`src/verilog/hisg_pkg.sv`:
```
// Constants and types shared by the host request selector and pin port.
package hisg_pkg;

	localparam int HISG_DATA_W   = 16;
	localparam int HISG_BYTE_W   = 8;
	localparam int HISG_ADDR_W   = 3;
	localparam int HISG_PIN_N    = 4;
	localparam int HISG_REQ_N    = 4;
	localparam int HISG_ERR_N    = 6;
	localparam int HISG_FLAG_N   = 16;
	localparam int HISG_CODE_N   = 32;
	localparam int HISG_WIDE_W   = 5;
	localparam int HISG_NARROW_W = 4;
	localparam int HISG_WIDE_REQ = 2;
	localparam int HISG_EN_BIT   = 7;

	localparam logic [2:0] HISG_ADDR_DIR   = 3'h0;
	localparam logic [2:0] HISG_ADDR_VALUE = 3'h1;
	localparam logic [2:0] HISG_ADDR_REQ0  = 3'h2;
	localparam logic [2:0] HISG_ADDR_MASK  = 3'h6;

	localparam int HISG_CODE_NONE        = 0;
	localparam int HISG_CODE_IN_DONE     = 1;
	localparam int HISG_CODE_OUT_DONE    = 2;
	localparam int HISG_CODE_IN_SYNC     = 3;
	localparam int HISG_CODE_OUT_SYNC    = 4;
	localparam int HISG_CODE_IN_RTC_POS  = 5;
	localparam int HISG_CODE_IN_RTC_NEG  = 6;
	localparam int HISG_CODE_OUT_RTC_POS = 7;
	localparam int HISG_CODE_OUT_RTC_NEG = 8;
	localparam int HISG_CODE_PIN0_LOW    = 9;
	localparam int HISG_CODE_PIN1_LOW    = 10;
	localparam int HISG_CODE_ERR_OR      = 11;
	localparam int HISG_CODE_FIFO_BASE   = 16;

	localparam logic [31:0] HISG_VALID_WIDE   = 32'hFFFF0FFE;
	localparam logic [31:0] HISG_VALID_NARROW = 32'h00000FFE;

	localparam logic [3:0]  HISG_DIR_RST   = 4'h0;
	localparam logic [3:0]  HISG_VALUE_RST = 4'h0;
	localparam logic [7:0]  HISG_SEL_RST   = 8'h00;
	localparam logic [5:0]  HISG_MASK_RST  = 6'h00;
	localparam logic [15:0] HISG_RDATA_RST = 16'h0000;

	typedef logic [HISG_BYTE_W-1:0] hisg_byte_t;
	typedef logic [HISG_CODE_N-1:0] hisg_events_t;

endpackage : hisg_pkg

```
`src/verilog/hisg_evt_if.sv`:
```
// Event vector carried from the top to each request selector.
`timescale 1ns/1ps
interface hisg_evt_if;
	import hisg_pkg::*;

	hisg_events_t event_vec;

	modport src  (output event_vec);
	modport sink (input  event_vec);

endinterface : hisg_evt_if

```
`src/verilog/hisg_pin_port.sv`:
```
// Direction and value registers of the general purpose pin port.
`timescale 1ns/1ps
module hisg_pin_port
	import hisg_pkg::*;
#(
	parameter int PIN_N = HISG_PIN_N
) (
	input  wire logic             clk,
	input  wire logic             reset,
	input  wire logic             ce,
	input  wire logic             wr_dir,
	input  wire logic             wr_value,
	input  wire logic [PIN_N-1:0] wdata,
	output logic      [PIN_N-1:0] pin_dir,
	output logic      [PIN_N-1:0] pin_value
);

	logic [PIN_N-1:0] next_dir;
	logic [PIN_N-1:0] next_value;

	generate
		if (PIN_N != HISG_PIN_N) begin : g_bad
			$error("Pin count must match the register layout.");
		end
	endgenerate

	always_comb begin
		next_dir   = pin_dir;
		next_value = pin_value;
		if (wr_dir) begin
			next_dir = wdata; // RULE1
		end
		if (wr_value) begin
			next_value = wdata; // RULE4
		end
	end

	always_ff @(posedge clk) begin
		if (reset) begin
			pin_dir   <= HISG_DIR_RST[PIN_N-1:0]; // RULE1
			pin_value <= HISG_VALUE_RST[PIN_N-1:0];
		end else if (ce) begin
			pin_dir   <= next_dir;
			pin_value <= next_value;
		end
	end

endmodule : hisg_pin_port

```
`src/verilog/hisg_irq_sel.sv`:
```
// One host request output with its enable bit and source selector.
`timescale 1ns/1ps
module hisg_irq_sel
	import hisg_pkg::*;
#(
	parameter int          SEL_W = HISG_WIDE_W,
	parameter logic [31:0] VALID = HISG_VALID_WIDE
) (
	input  wire logic       clk,
	input  wire logic       reset,
	input  wire logic       ce,
	input  wire logic       wr,
	input  wire hisg_byte_t wdata,
	hisg_evt_if.sink        evt,
	output hisg_byte_t      sel_reg,
	output logic            irq,
	output logic            irq_oe
);

	logic             en;
	logic [SEL_W-1:0] code;
	logic             next_en;
	logic [SEL_W-1:0] next_code;
	logic             next_irq;
	logic [4:0]       idx;

	generate
		if (SEL_W != HISG_WIDE_W && SEL_W != HISG_NARROW_W) begin : g_bad
			$error("Source field must be four or five bits wide.");
		end
	endgenerate

	always_comb begin
		next_en   = en;
		next_code = code;
		if (wr) begin
			next_en   = wdata[HISG_EN_BIT]; // RULE6
			next_code = wdata[SEL_W-1:0]; // RULE8
		end
		idx = 5'h00;
		idx[SEL_W-1:0] = next_code;
		next_irq = next_en & VALID[idx] & evt.event_vec[idx]; // RULE7 RULE18 RULE20
		sel_reg = HISG_SEL_RST;
		sel_reg[HISG_EN_BIT] = en;
		sel_reg[SEL_W-1:0] = code; // RULE8
	end

	always_ff @(posedge clk) begin
		if (reset) begin
			en     <= 1'b0; // RULE6
			code   <= HISG_SEL_RST[SEL_W-1:0]; // RULE10
			irq    <= 1'b0;
			irq_oe <= 1'b0;
		end else if (ce) begin
			en     <= next_en;
			code   <= next_code;
			irq    <= next_irq;
			irq_oe <= next_en; // RULE6
		end
	end

endmodule : hisg_irq_sel

```
`src/verilog/hisg_top.sv`:
```
// Host request routing and general purpose pin port, host register side.
//
// Operation
// RULE1: Each pin has a direction bit; zero means input; reset clears all.
// RULE2: With direction one, the pin is driven from its value bit.
// RULE3: Reading the value register returns present pin levels.
// RULE4: Value writes to input pins are stored and appear once output.
// RULE5: Pin registers use bits 3 to 0 of the low byte; rest zero.
// RULE6: Bit 7 enables each request; disabled requests are not driven.
// RULE7: An enabled request signals the event its source field selects.
// RULE8: Requests 0,1 have 5-bit fields, 2,3 have 4-bit; reset zero.
// RULE9: Wide selectors offer 27 sources, narrow selectors offer 11.
// RULE10: Code zero selects no event and is the reset default.
// RULE11: Codes 1 and 2 select input and output one-pass completion.
// RULE12: Codes 3 and 4 select input and output synchronisation seen.
// RULE13: Codes 5 to 8 select both retrigger controllers, both polarities.
// RULE14: Codes 9 and 10 raise the request while pin 0 or 1 is low.
// RULE15: Code 11 selects the OR of unmasked error conditions.
// RULE16: Codes 16 to 20 select first input FIFO flags, second full.
// RULE17: Codes 21 to 31 select remaining input and both output FIFO flags.
// RULE18: Unassigned codes are reserved and raise nothing.
// RULE19: Narrow codes 0 to 11 mean the same as the wide codes.
// RULE20: Enabled requests follow the selected level through one register.
`timescale 1ns/1ps
module hisg_top
	import hisg_pkg::*;
#(
	parameter int PIN_N = HISG_PIN_N,
	parameter int ERR_N = HISG_ERR_N
) (
	input  wire logic                   CLK,
	input  wire logic                   RESET,
	input  wire logic                   CE,
	input  wire logic [HISG_ADDR_W-1:0] HOST_ADDR,
	input  wire logic                   HOST_WR,
	input  wire logic                   HOST_RD,
	input  wire logic [HISG_DATA_W-1:0] HOST_WDATA,
	output logic      [HISG_DATA_W-1:0] HOST_RDATA,
	input  wire logic [PIN_N-1:0]       GPIO_IN,
	output logic      [PIN_N-1:0]       GPIO_OUT,
	output logic      [PIN_N-1:0]       GPIO_OE,
	input  wire logic                   IN_ACQ_DONE,
	input  wire logic                   OUT_ACQ_DONE,
	input  wire logic                   IN_SYNC_SEEN,
	input  wire logic                   OUT_SYNC_SEEN,
	input  wire logic                   IN_RETRIG,
	input  wire logic                   OUT_RETRIG,
	input  wire logic [HISG_FLAG_N-1:0] FIFO_FLAGS,
	input  wire logic [ERR_N-1:0]       ERR_STATUS,
	output logic      [HISG_REQ_N-1:0]  IRQ_OUT,
	output logic      [HISG_REQ_N-1:0]  IRQ_OE
);

	logic [ERR_N-1:0]       error_mask;
	logic [ERR_N-1:0]       next_error_mask;
	logic [HISG_DATA_W-1:0] next_rdata;
	logic                   err_any;
	logic                   wr_dir;
	logic                   wr_value;
	logic                   wr_mask;
	logic [HISG_REQ_N-1:0]  wr_req;
	hisg_byte_t             sel_rd [HISG_REQ_N];
	logic [PIN_N-1:0]       pin_dir;
	logic [PIN_N-1:0]       pin_value;

	hisg_evt_if evt ();

	generate
		if (PIN_N != HISG_PIN_N) begin : g_bad_pins
			$error("Pin count must be four.");
		end
		if (ERR_N != HISG_ERR_N) begin : g_bad_err
			$error("Error condition count must be six.");
		end
	endgenerate

	// Host write decode; unmapped addresses are ignored.
	always_comb begin
		wr_dir   = HOST_WR && (HOST_ADDR == HISG_ADDR_DIR);
		wr_value = HOST_WR && (HOST_ADDR == HISG_ADDR_VALUE);
		wr_mask  = HOST_WR && (HOST_ADDR == HISG_ADDR_MASK);
		for (int i = 0; i < HISG_REQ_N; i++) begin
			wr_req[i] = HOST_WR &&
				(HOST_ADDR == (HISG_ADDR_REQ0 + 3'(i)));
		end
	end

	// Error interrupt mask register.
	always_comb begin
		next_error_mask = error_mask;
		if (wr_mask) begin
			next_error_mask = HOST_WDATA[ERR_N-1:0];
		end
	end

	always_ff @(posedge CLK) begin
		if (RESET) begin
			error_mask <= HISG_MASK_RST[ERR_N-1:0];
		end else if (CE) begin
			error_mask <= next_error_mask;
		end
	end

	// Event vector indexed by source code.
	always_comb begin
		err_any = |(ERR_STATUS & error_mask); // RULE15
		evt.event_vec = '0;
		evt.event_vec[HISG_CODE_NONE]        = 1'b0; // RULE10
		evt.event_vec[HISG_CODE_IN_DONE]     = IN_ACQ_DONE; // RULE11
		evt.event_vec[HISG_CODE_OUT_DONE]    = OUT_ACQ_DONE; // RULE11
		evt.event_vec[HISG_CODE_IN_SYNC]     = IN_SYNC_SEEN; // RULE12
		evt.event_vec[HISG_CODE_OUT_SYNC]    = OUT_SYNC_SEEN; // RULE12
		evt.event_vec[HISG_CODE_IN_RTC_POS]  = IN_RETRIG; // RULE13
		evt.event_vec[HISG_CODE_IN_RTC_NEG]  = ~IN_RETRIG; // RULE13
		evt.event_vec[HISG_CODE_OUT_RTC_POS] = OUT_RETRIG; // RULE13
		evt.event_vec[HISG_CODE_OUT_RTC_NEG] = ~OUT_RETRIG; // RULE13
		evt.event_vec[HISG_CODE_PIN0_LOW]    = ~GPIO_IN[0]; // RULE14
		evt.event_vec[HISG_CODE_PIN1_LOW]    = ~GPIO_IN[1]; // RULE14
		evt.event_vec[HISG_CODE_ERR_OR]      = err_any; // RULE15
		// Flags in order: full, almost full, empty, almost empty.
		evt.event_vec[HISG_CODE_FIFO_BASE +: HISG_FLAG_N] =
			FIFO_FLAGS; // RULE16 RULE17
	end

	hisg_pin_port #(
		.PIN_N (PIN_N)
	) u_pins (
		.clk       (CLK),
		.reset     (RESET),
		.ce        (CE),
		.wr_dir    (wr_dir),
		.wr_value  (wr_value),
		.wdata     (HOST_WDATA[PIN_N-1:0]),
		.pin_dir   (pin_dir),
		.pin_value (pin_value)
	);

	// Value and direction registers drive the pins straight from flops.
	always_comb begin
		GPIO_OUT = pin_value; // RULE2 RULE4
		GPIO_OE  = pin_dir; // RULE2
	end

	genvar g;
	generate
		for (g = 0; g < HISG_REQ_N; g++) begin : g_req
			localparam int          SW = (g < HISG_WIDE_REQ) ?
				HISG_WIDE_W : HISG_NARROW_W; // RULE8
			localparam logic [31:0] VM = (g < HISG_WIDE_REQ) ?
				HISG_VALID_WIDE : HISG_VALID_NARROW; // RULE9 RULE19
			hisg_irq_sel #(
				.SEL_W (SW),
				.VALID (VM)
			) u_sel (
				.clk     (CLK),
				.reset   (RESET),
				.ce      (CE),
				.wr      (wr_req[g]),
				.wdata   (HOST_WDATA[HISG_BYTE_W-1:0]),
				.evt     (evt.sink),
				.sel_reg (sel_rd[g]),
				.irq     (IRQ_OUT[g]),
				.irq_oe  (IRQ_OE[g])
			);
		end
	endgenerate

	// Host read data, registered and held until the next read.
	always_comb begin
		next_rdata = HOST_RDATA;
		if (HOST_RD) begin
			next_rdata = HISG_RDATA_RST;
			case (HOST_ADDR)
				HISG_ADDR_DIR: begin
					next_rdata[PIN_N-1:0] = pin_dir; // RULE5
				end
				HISG_ADDR_VALUE: begin
					next_rdata[PIN_N-1:0] = GPIO_IN; // RULE3 RULE5
				end
				HISG_ADDR_MASK: begin
					next_rdata[ERR_N-1:0] = error_mask;
				end
				default: begin
					for (int i = 0; i < HISG_REQ_N; i++) begin
						if (HOST_ADDR == (HISG_ADDR_REQ0 + 3'(i))) begin
							next_rdata[HISG_BYTE_W-1:0] = sel_rd[i];
						end
					end
				end
			endcase
		end
	end

	always_ff @(posedge CLK) begin
		if (RESET) begin
			HOST_RDATA <= HISG_RDATA_RST;
		end else if (CE) begin
			HOST_RDATA <= next_rdata;
		end
	end

endmodule : hisg_top

```
`config.mk`:
```
export PLATFORM = sky130hd
export DESIGN_NAME = hisg_top
export DESIGN_NICKNAME = d
export VERILOG_FILES = /design/src/verilog/hisg_pkg.sv /design/src/verilog/hisg_evt_if.sv /design/src/verilog/hisg_pin_port.sv /design/src/verilog/hisg_irq_sel.sv /design/src/verilog/hisg_top.sv
export SDC_FILE = /design/constraint.sdc
export NUM_CORES = 1
export LEC_CHECK = 0
export BUFFER_PORTS_ARGS = -buffer_cell sky130_fd_sc_hd__buf_2
export CAP_MARGIN = 20
export CORE_MARGIN = 2
export CORE_UTILIZATION = 48
export CTS_CLUSTER_SIZE = 24
export DETAILED_ROUTE_END_ITERATION = 8
export PLACE_DENSITY = 0.74
export SYNTH_ARGS = -nofsm -noshare
export SYNTH_HDL_FRONTEND = slang
export SYNTH_HIERARCHICAL = 1
export SYNTH_SLANG_ARGS = --single-unit
```
`constraint.sdc`:
```
create_clock -name CLK -period 8.95 [get_ports CLK]
set_input_delay 2.2375 -clock CLK [delete_from_list [all_inputs] [get_ports CLK]]
set_output_delay 2.2375 -clock CLK [all_outputs]
set_load 0.02 [all_outputs]
```
==> metrics.log <==
[metrics] outcome: finished, final reports clean
[metrics] RSZ-0062 raised after global routing: no
[metrics] number of antenna cells inserted: 0
[metrics] number of setup buffers added after CTS: 0
[metrics] Hold Path Stages: 2
[metrics] clock network latency to the later pin of the worst-skew pair: 0.31 ns
[metrics] transition time at the pin with the least slew margin: around 1.1 ns
[metrics] DRC violations left: 0
[metrics] PostCTS Resize Cnt: 0
[metrics] Post-Route Skew: 0.00858 ns
[metrics] Critical Path, Cell by Cell: buf_2, nand2_1, nor2_1, buf_4, mux2i_4, mux4_1, mux2_1, nand2_1, a2111oi_2
[metrics] dominant cells by area after synthesis: sky130_fd_sc_hd__dfxtp_1 (24%), sky130_fd_sc_hd__mux2i_1 (9.1%), sky130_fd_sc_hd__buf_4 (5.1%), sky130_fd_sc_hd__a21oi_1 (5.0%), sky130_fd_sc_hd__mux2_2 (3.7%)
[metrics] buffer cell driving the clock tree root: sky130_fd_sc_hd__clkbuf_8
[metrics] RR Endpoint: g_req[1].u_sel/irq
[metrics] shortest clock period the worst path allows after layout: 4.64 ns
[metrics] RePlAce Congestion: roughly 0.87
[metrics] area added between synthesis and finish: 8.36%
[metrics] first-pass GRT wire length: 17.2 mm
[metrics] length in cells of the worst reg-to-reg path: 5
[metrics] maximum net fanout on the critical path: 31
[metrics] total leakage power: 1.76 nW
[metrics] setup_tns: 0 ns
[metrics] initial core utilization: 0.490
[metrics] cell count after synthesis: 461
[metrics] total buffers and inverters traversed by the critical path: 2
[metrics] Routed Wire Length: around 11 mm
[metrics] Hold WC Path Type: reg2reg
[metrics] critical path class: in2reg
[metrics] data arrival time at the worst-slack endpoint: 4.82 ns
[metrics] Congestion Overflow GR: 0
[metrics] post-synthesis average cell area: between 8 and 9 um^2
[metrics] count of endpoints failing setup in the final report: 0
[metrics] number of antenna violations at the first check in global routing: 0
[metrics] ratio of total power to cell area: 113 nW/um^2
[metrics] count of port buffers added during placement: 70
[metrics] number of buffers inserted during clock tree synthesis: 5
[metrics] slowest stage cell, crit path: sky130_fd_sc_hd__mux4_1
[metrics] H-Tree Depth: 2
[metrics] Die X: 94.9 um
[metrics] highest achievable clock rate: between 0.2 and 0.25 GHz
[metrics] vias in the first global route: between 3k and 4k
[metrics] net total in the final layout: approximately 570
[metrics] Peak VDD IR: between 0.00005 and 0.00006 V
[metrics] number of vias after detailed routing: 3,699
[metrics] max-slew violations: 0
[metrics] height of the die: roughly 95 um
[metrics] maximum number of pins on one net before global-route repair: 60
[metrics] most frequent cell after synthesis: sky130_fd_sc_hd__dfxtp_1
[metrics] First-pass DRT Iterations: 4
[metrics] vias per std cell: roughly 6
[metrics] floorplan core area: 8090 um^2
[metrics] Final HPWL DP: 7.47 mm
[metrics] Yosys top cell by area: sky130_fd_sc_hd__dfxtp_1
[metrics] Power Total: 0.486 mW
[metrics] endpoint class of the critical path: flop
[metrics] hold_sp: u_pins/pin_value[2]
[metrics] number of maximum-capacitance violations: 0
[metrics] Critical Path Source Type: primary input
[metrics] top post-synthesis cells by count: sky130_fd_sc_hd__dfxtp_1 (48), sky130_fd_sc_hd__a21oi_1 (40), sky130_fd_sc_hd__mux2i_1 (36)
[metrics] tightest slew margin relative to the limit: 0.288
[metrics] flops & latches, synth: 48
[metrics] die area: roughly 9000 um^2
[metrics] Rows: 33
[metrics] synth unique cells: 56
[metrics] number of synthesis warnings: 6
[metrics] number of filler cells placed in the layout: 771
[metrics] period utilization: 0.519
[metrics] setup slack of the worst register-to-register path: 6.94 ns
[metrics] highest cell delay on the worst timing path: 0.61 ns
[metrics] initial detailed-routing violation count: 270
[metrics] top cell type's share of synthesized area: 0.242
[metrics] Worst path most repeated cell: sky130_fd_sc_hd__nand2_1
[metrics] netlist area before placement: approximately 4000 um^2
[metrics] Final ANT Viol Nets: 0
[metrics] Data required, critical path: 9.13 ns
[metrics] count of pins on the block boundary: 88
[metrics] GRT Overall Usage: 0.242
[metrics] CP delay by family, top: multiplexers
[metrics] post-cts hold buffer count: 0
[metrics] TritonCTS clock tree: done
[metrics] average wire length per cell after detail routing: 17.4 um
[metrics] number of clock sinks seen by CTS: 48
[metrics] prevailing post-synth register cell: sky130_fd_sc_hd__dfxtp_1
[metrics] maximum clock insertion buffer count: 2
[metrics] number of synthesized flops with an enable pin: 0
[metrics] asr flop ratio synth: 0
[metrics] end point of the most critical hold path: u_pins/pin_value[2]
[metrics] startpoint of the lowest-slack register-to-register path: g_req[1].u_sel/code[0]
[metrics] Final Hold Viols: 0
[metrics] Clock transition at path regs: around 0.10 ns
[metrics] fraction of final layout cells sized beyond drive strength 1: 0.231
[metrics] Seq/Total Area, Yosys: 0.242
-- registers in the layout, summed over array words and instances (netlist names) --
| signal | count |
|---|---|
| HOST_RDATA | 8 |
| error_mask | 6 |
| g_req.u_sel/code | 18 |
| g_req.u_sel/en | 4 |
| g_req.u_sel/irq | 4 |
| u_pins/pin_dir | 4 |
| u_pins/pin_value | 4 |
-- worst register-to-register path, delay by kind of cell, from the launching register on --
family | cells | cell delay, ns
simple gates | 1 | 0.09
flops | 1 | 0.37
mux | 3 | 1.35
compound gates | 1 | 0.06
-- cells in the final DEF, fill, tap and decap left out, types with 5 or more instances in the layout --
master                      Yosys  layout
sky130_fd_sc_hd__dfxtp_1       48      48
sky130_fd_sc_hd__mux2i_1       36      36
sky130_fd_sc_hd__inv_1         18      18
sky130_fd_sc_hd__mux2_2        13      13
sky130_fd_sc_hd__a211oi_1      17      17
sky130_fd_sc_hd__nor3_1         7       6
sky130_fd_sc_hd__o21ai_0       16      16
sky130_fd_sc_hd__nand3_1       21      21
sky130_fd_sc_hd__a21oi_1       40      40
sky130_fd_sc_hd__a2bb2oi_1      5       5
sky130_fd_sc_hd__buf_2          5      70
sky130_fd_sc_hd__nor3b_1        8       8
sky130_fd_sc_hd__a31oi_1        6       6
sky130_fd_sc_hd__nand2b_1      18      18
sky130_fd_sc_hd__a22o_1         5       5
sky130_fd_sc_hd__o211ai_1       5       5
sky130_fd_sc_hd__nand2_1       32      32
sky130_fd_sc_hd__clkbuf_8       0       5
sky130_fd_sc_hd__and3b_1        6       6
sky130_fd_sc_hd__nor2_1        23      23
sky130_fd_sc_hd__buf_4         27       5
sky130_fd_sc_hd__conb_1         5      18
-- logic make-up (layout without fill, tap and decap cells) --
| logic type | count (synthesis) | count (layout) | share of synthesized area |
|---|---|---|---|
| other | 5 | 18 | 0.00473 |
| AOI/OAI and AO/OA | 138 | 138 | 0.243 |
| muxes | 66 | 66 | 0.213 |
| DFF | 48 | 48 | 0.242 |
| and+or+nand+nor | 137 | 137 | 0.196 |
| buffers and inverters | 67 | 103 | 0.102 |
-- metal layers --
metal / vias up / wire length (um) / global-route usage
met5: - / 0 / 0
met4: 0 / 138 / 0.0604
met3: 16 / 717 / 0.0431
met2: 146 / 5080 / 0.392
met1: 1751 / 4740 / 0.334
li1: 1786 / - / -
-- report_power, final --
group | leakage (nW) | internal [mW] | switching, mW
clock network | 0.0479 | 0.0548 | 0.0819
registers | 0.390 | 0.220 | 0.00721
logic | 1.33 | 0.0512 | 0.0717
total | 1.76 | 0.326 | 0.161
-- layout make-up --
| cell class | instances | area (um^2) | share of cell area |
|---|---|---|---|
| multi-input cells | 359 | 2660 | 0.618 |
| flip-flops and latches | 48 | 961 | 0.224 |
| repair buffers | 75 | 388 | 0.0902 |
| well taps | 105 | 131 | 0.0306 |
| inverters | 20 | 75.1 | 0.0175 |
| clock buffers | 5 | 68.8 | 0.0160 |
| clock inverters | 3 | 18.8 | 0.00437 |
-- how the worst max path moves through the flow --
stage / from / to / cells after the start
floorplan: HOST_ADDR[1] / g_req[1].u_sel/irq / 10
global placement: HOST_ADDR[0] / g_req[1].u_sel/irq / 9
detailed placement: HOST_ADDR[0] / g_req[1].u_sel/irq / 9
CTS: HOST_ADDR[0] / g_req[1].u_sel/irq / 9
global route: HOST_ADDR[0] / g_req[1].u_sel/irq / 9
finish: HOST_ADDR[0] / g_req[1].u_sel/irq / 9
-- metrics by stage --
step	cell area [um^2]	hold slack, ns	worst slack [ns]	utilization	cells
6_report	4300	0.477	4.31	0.531	615
5_1_grt	4300	0.507	4.13	0.531	615
4_1_cts	4300	0.477	4.31	0.531	615
3_5_place_dp	4210	0.462	3.98	0.520	607
3_3_place_gp	4210	0.462	4.02	0.520	607
2_1_floorplan	4020	0.446	4.54	-	474
No activity file was read; power rests on OpenSTA's default activity.
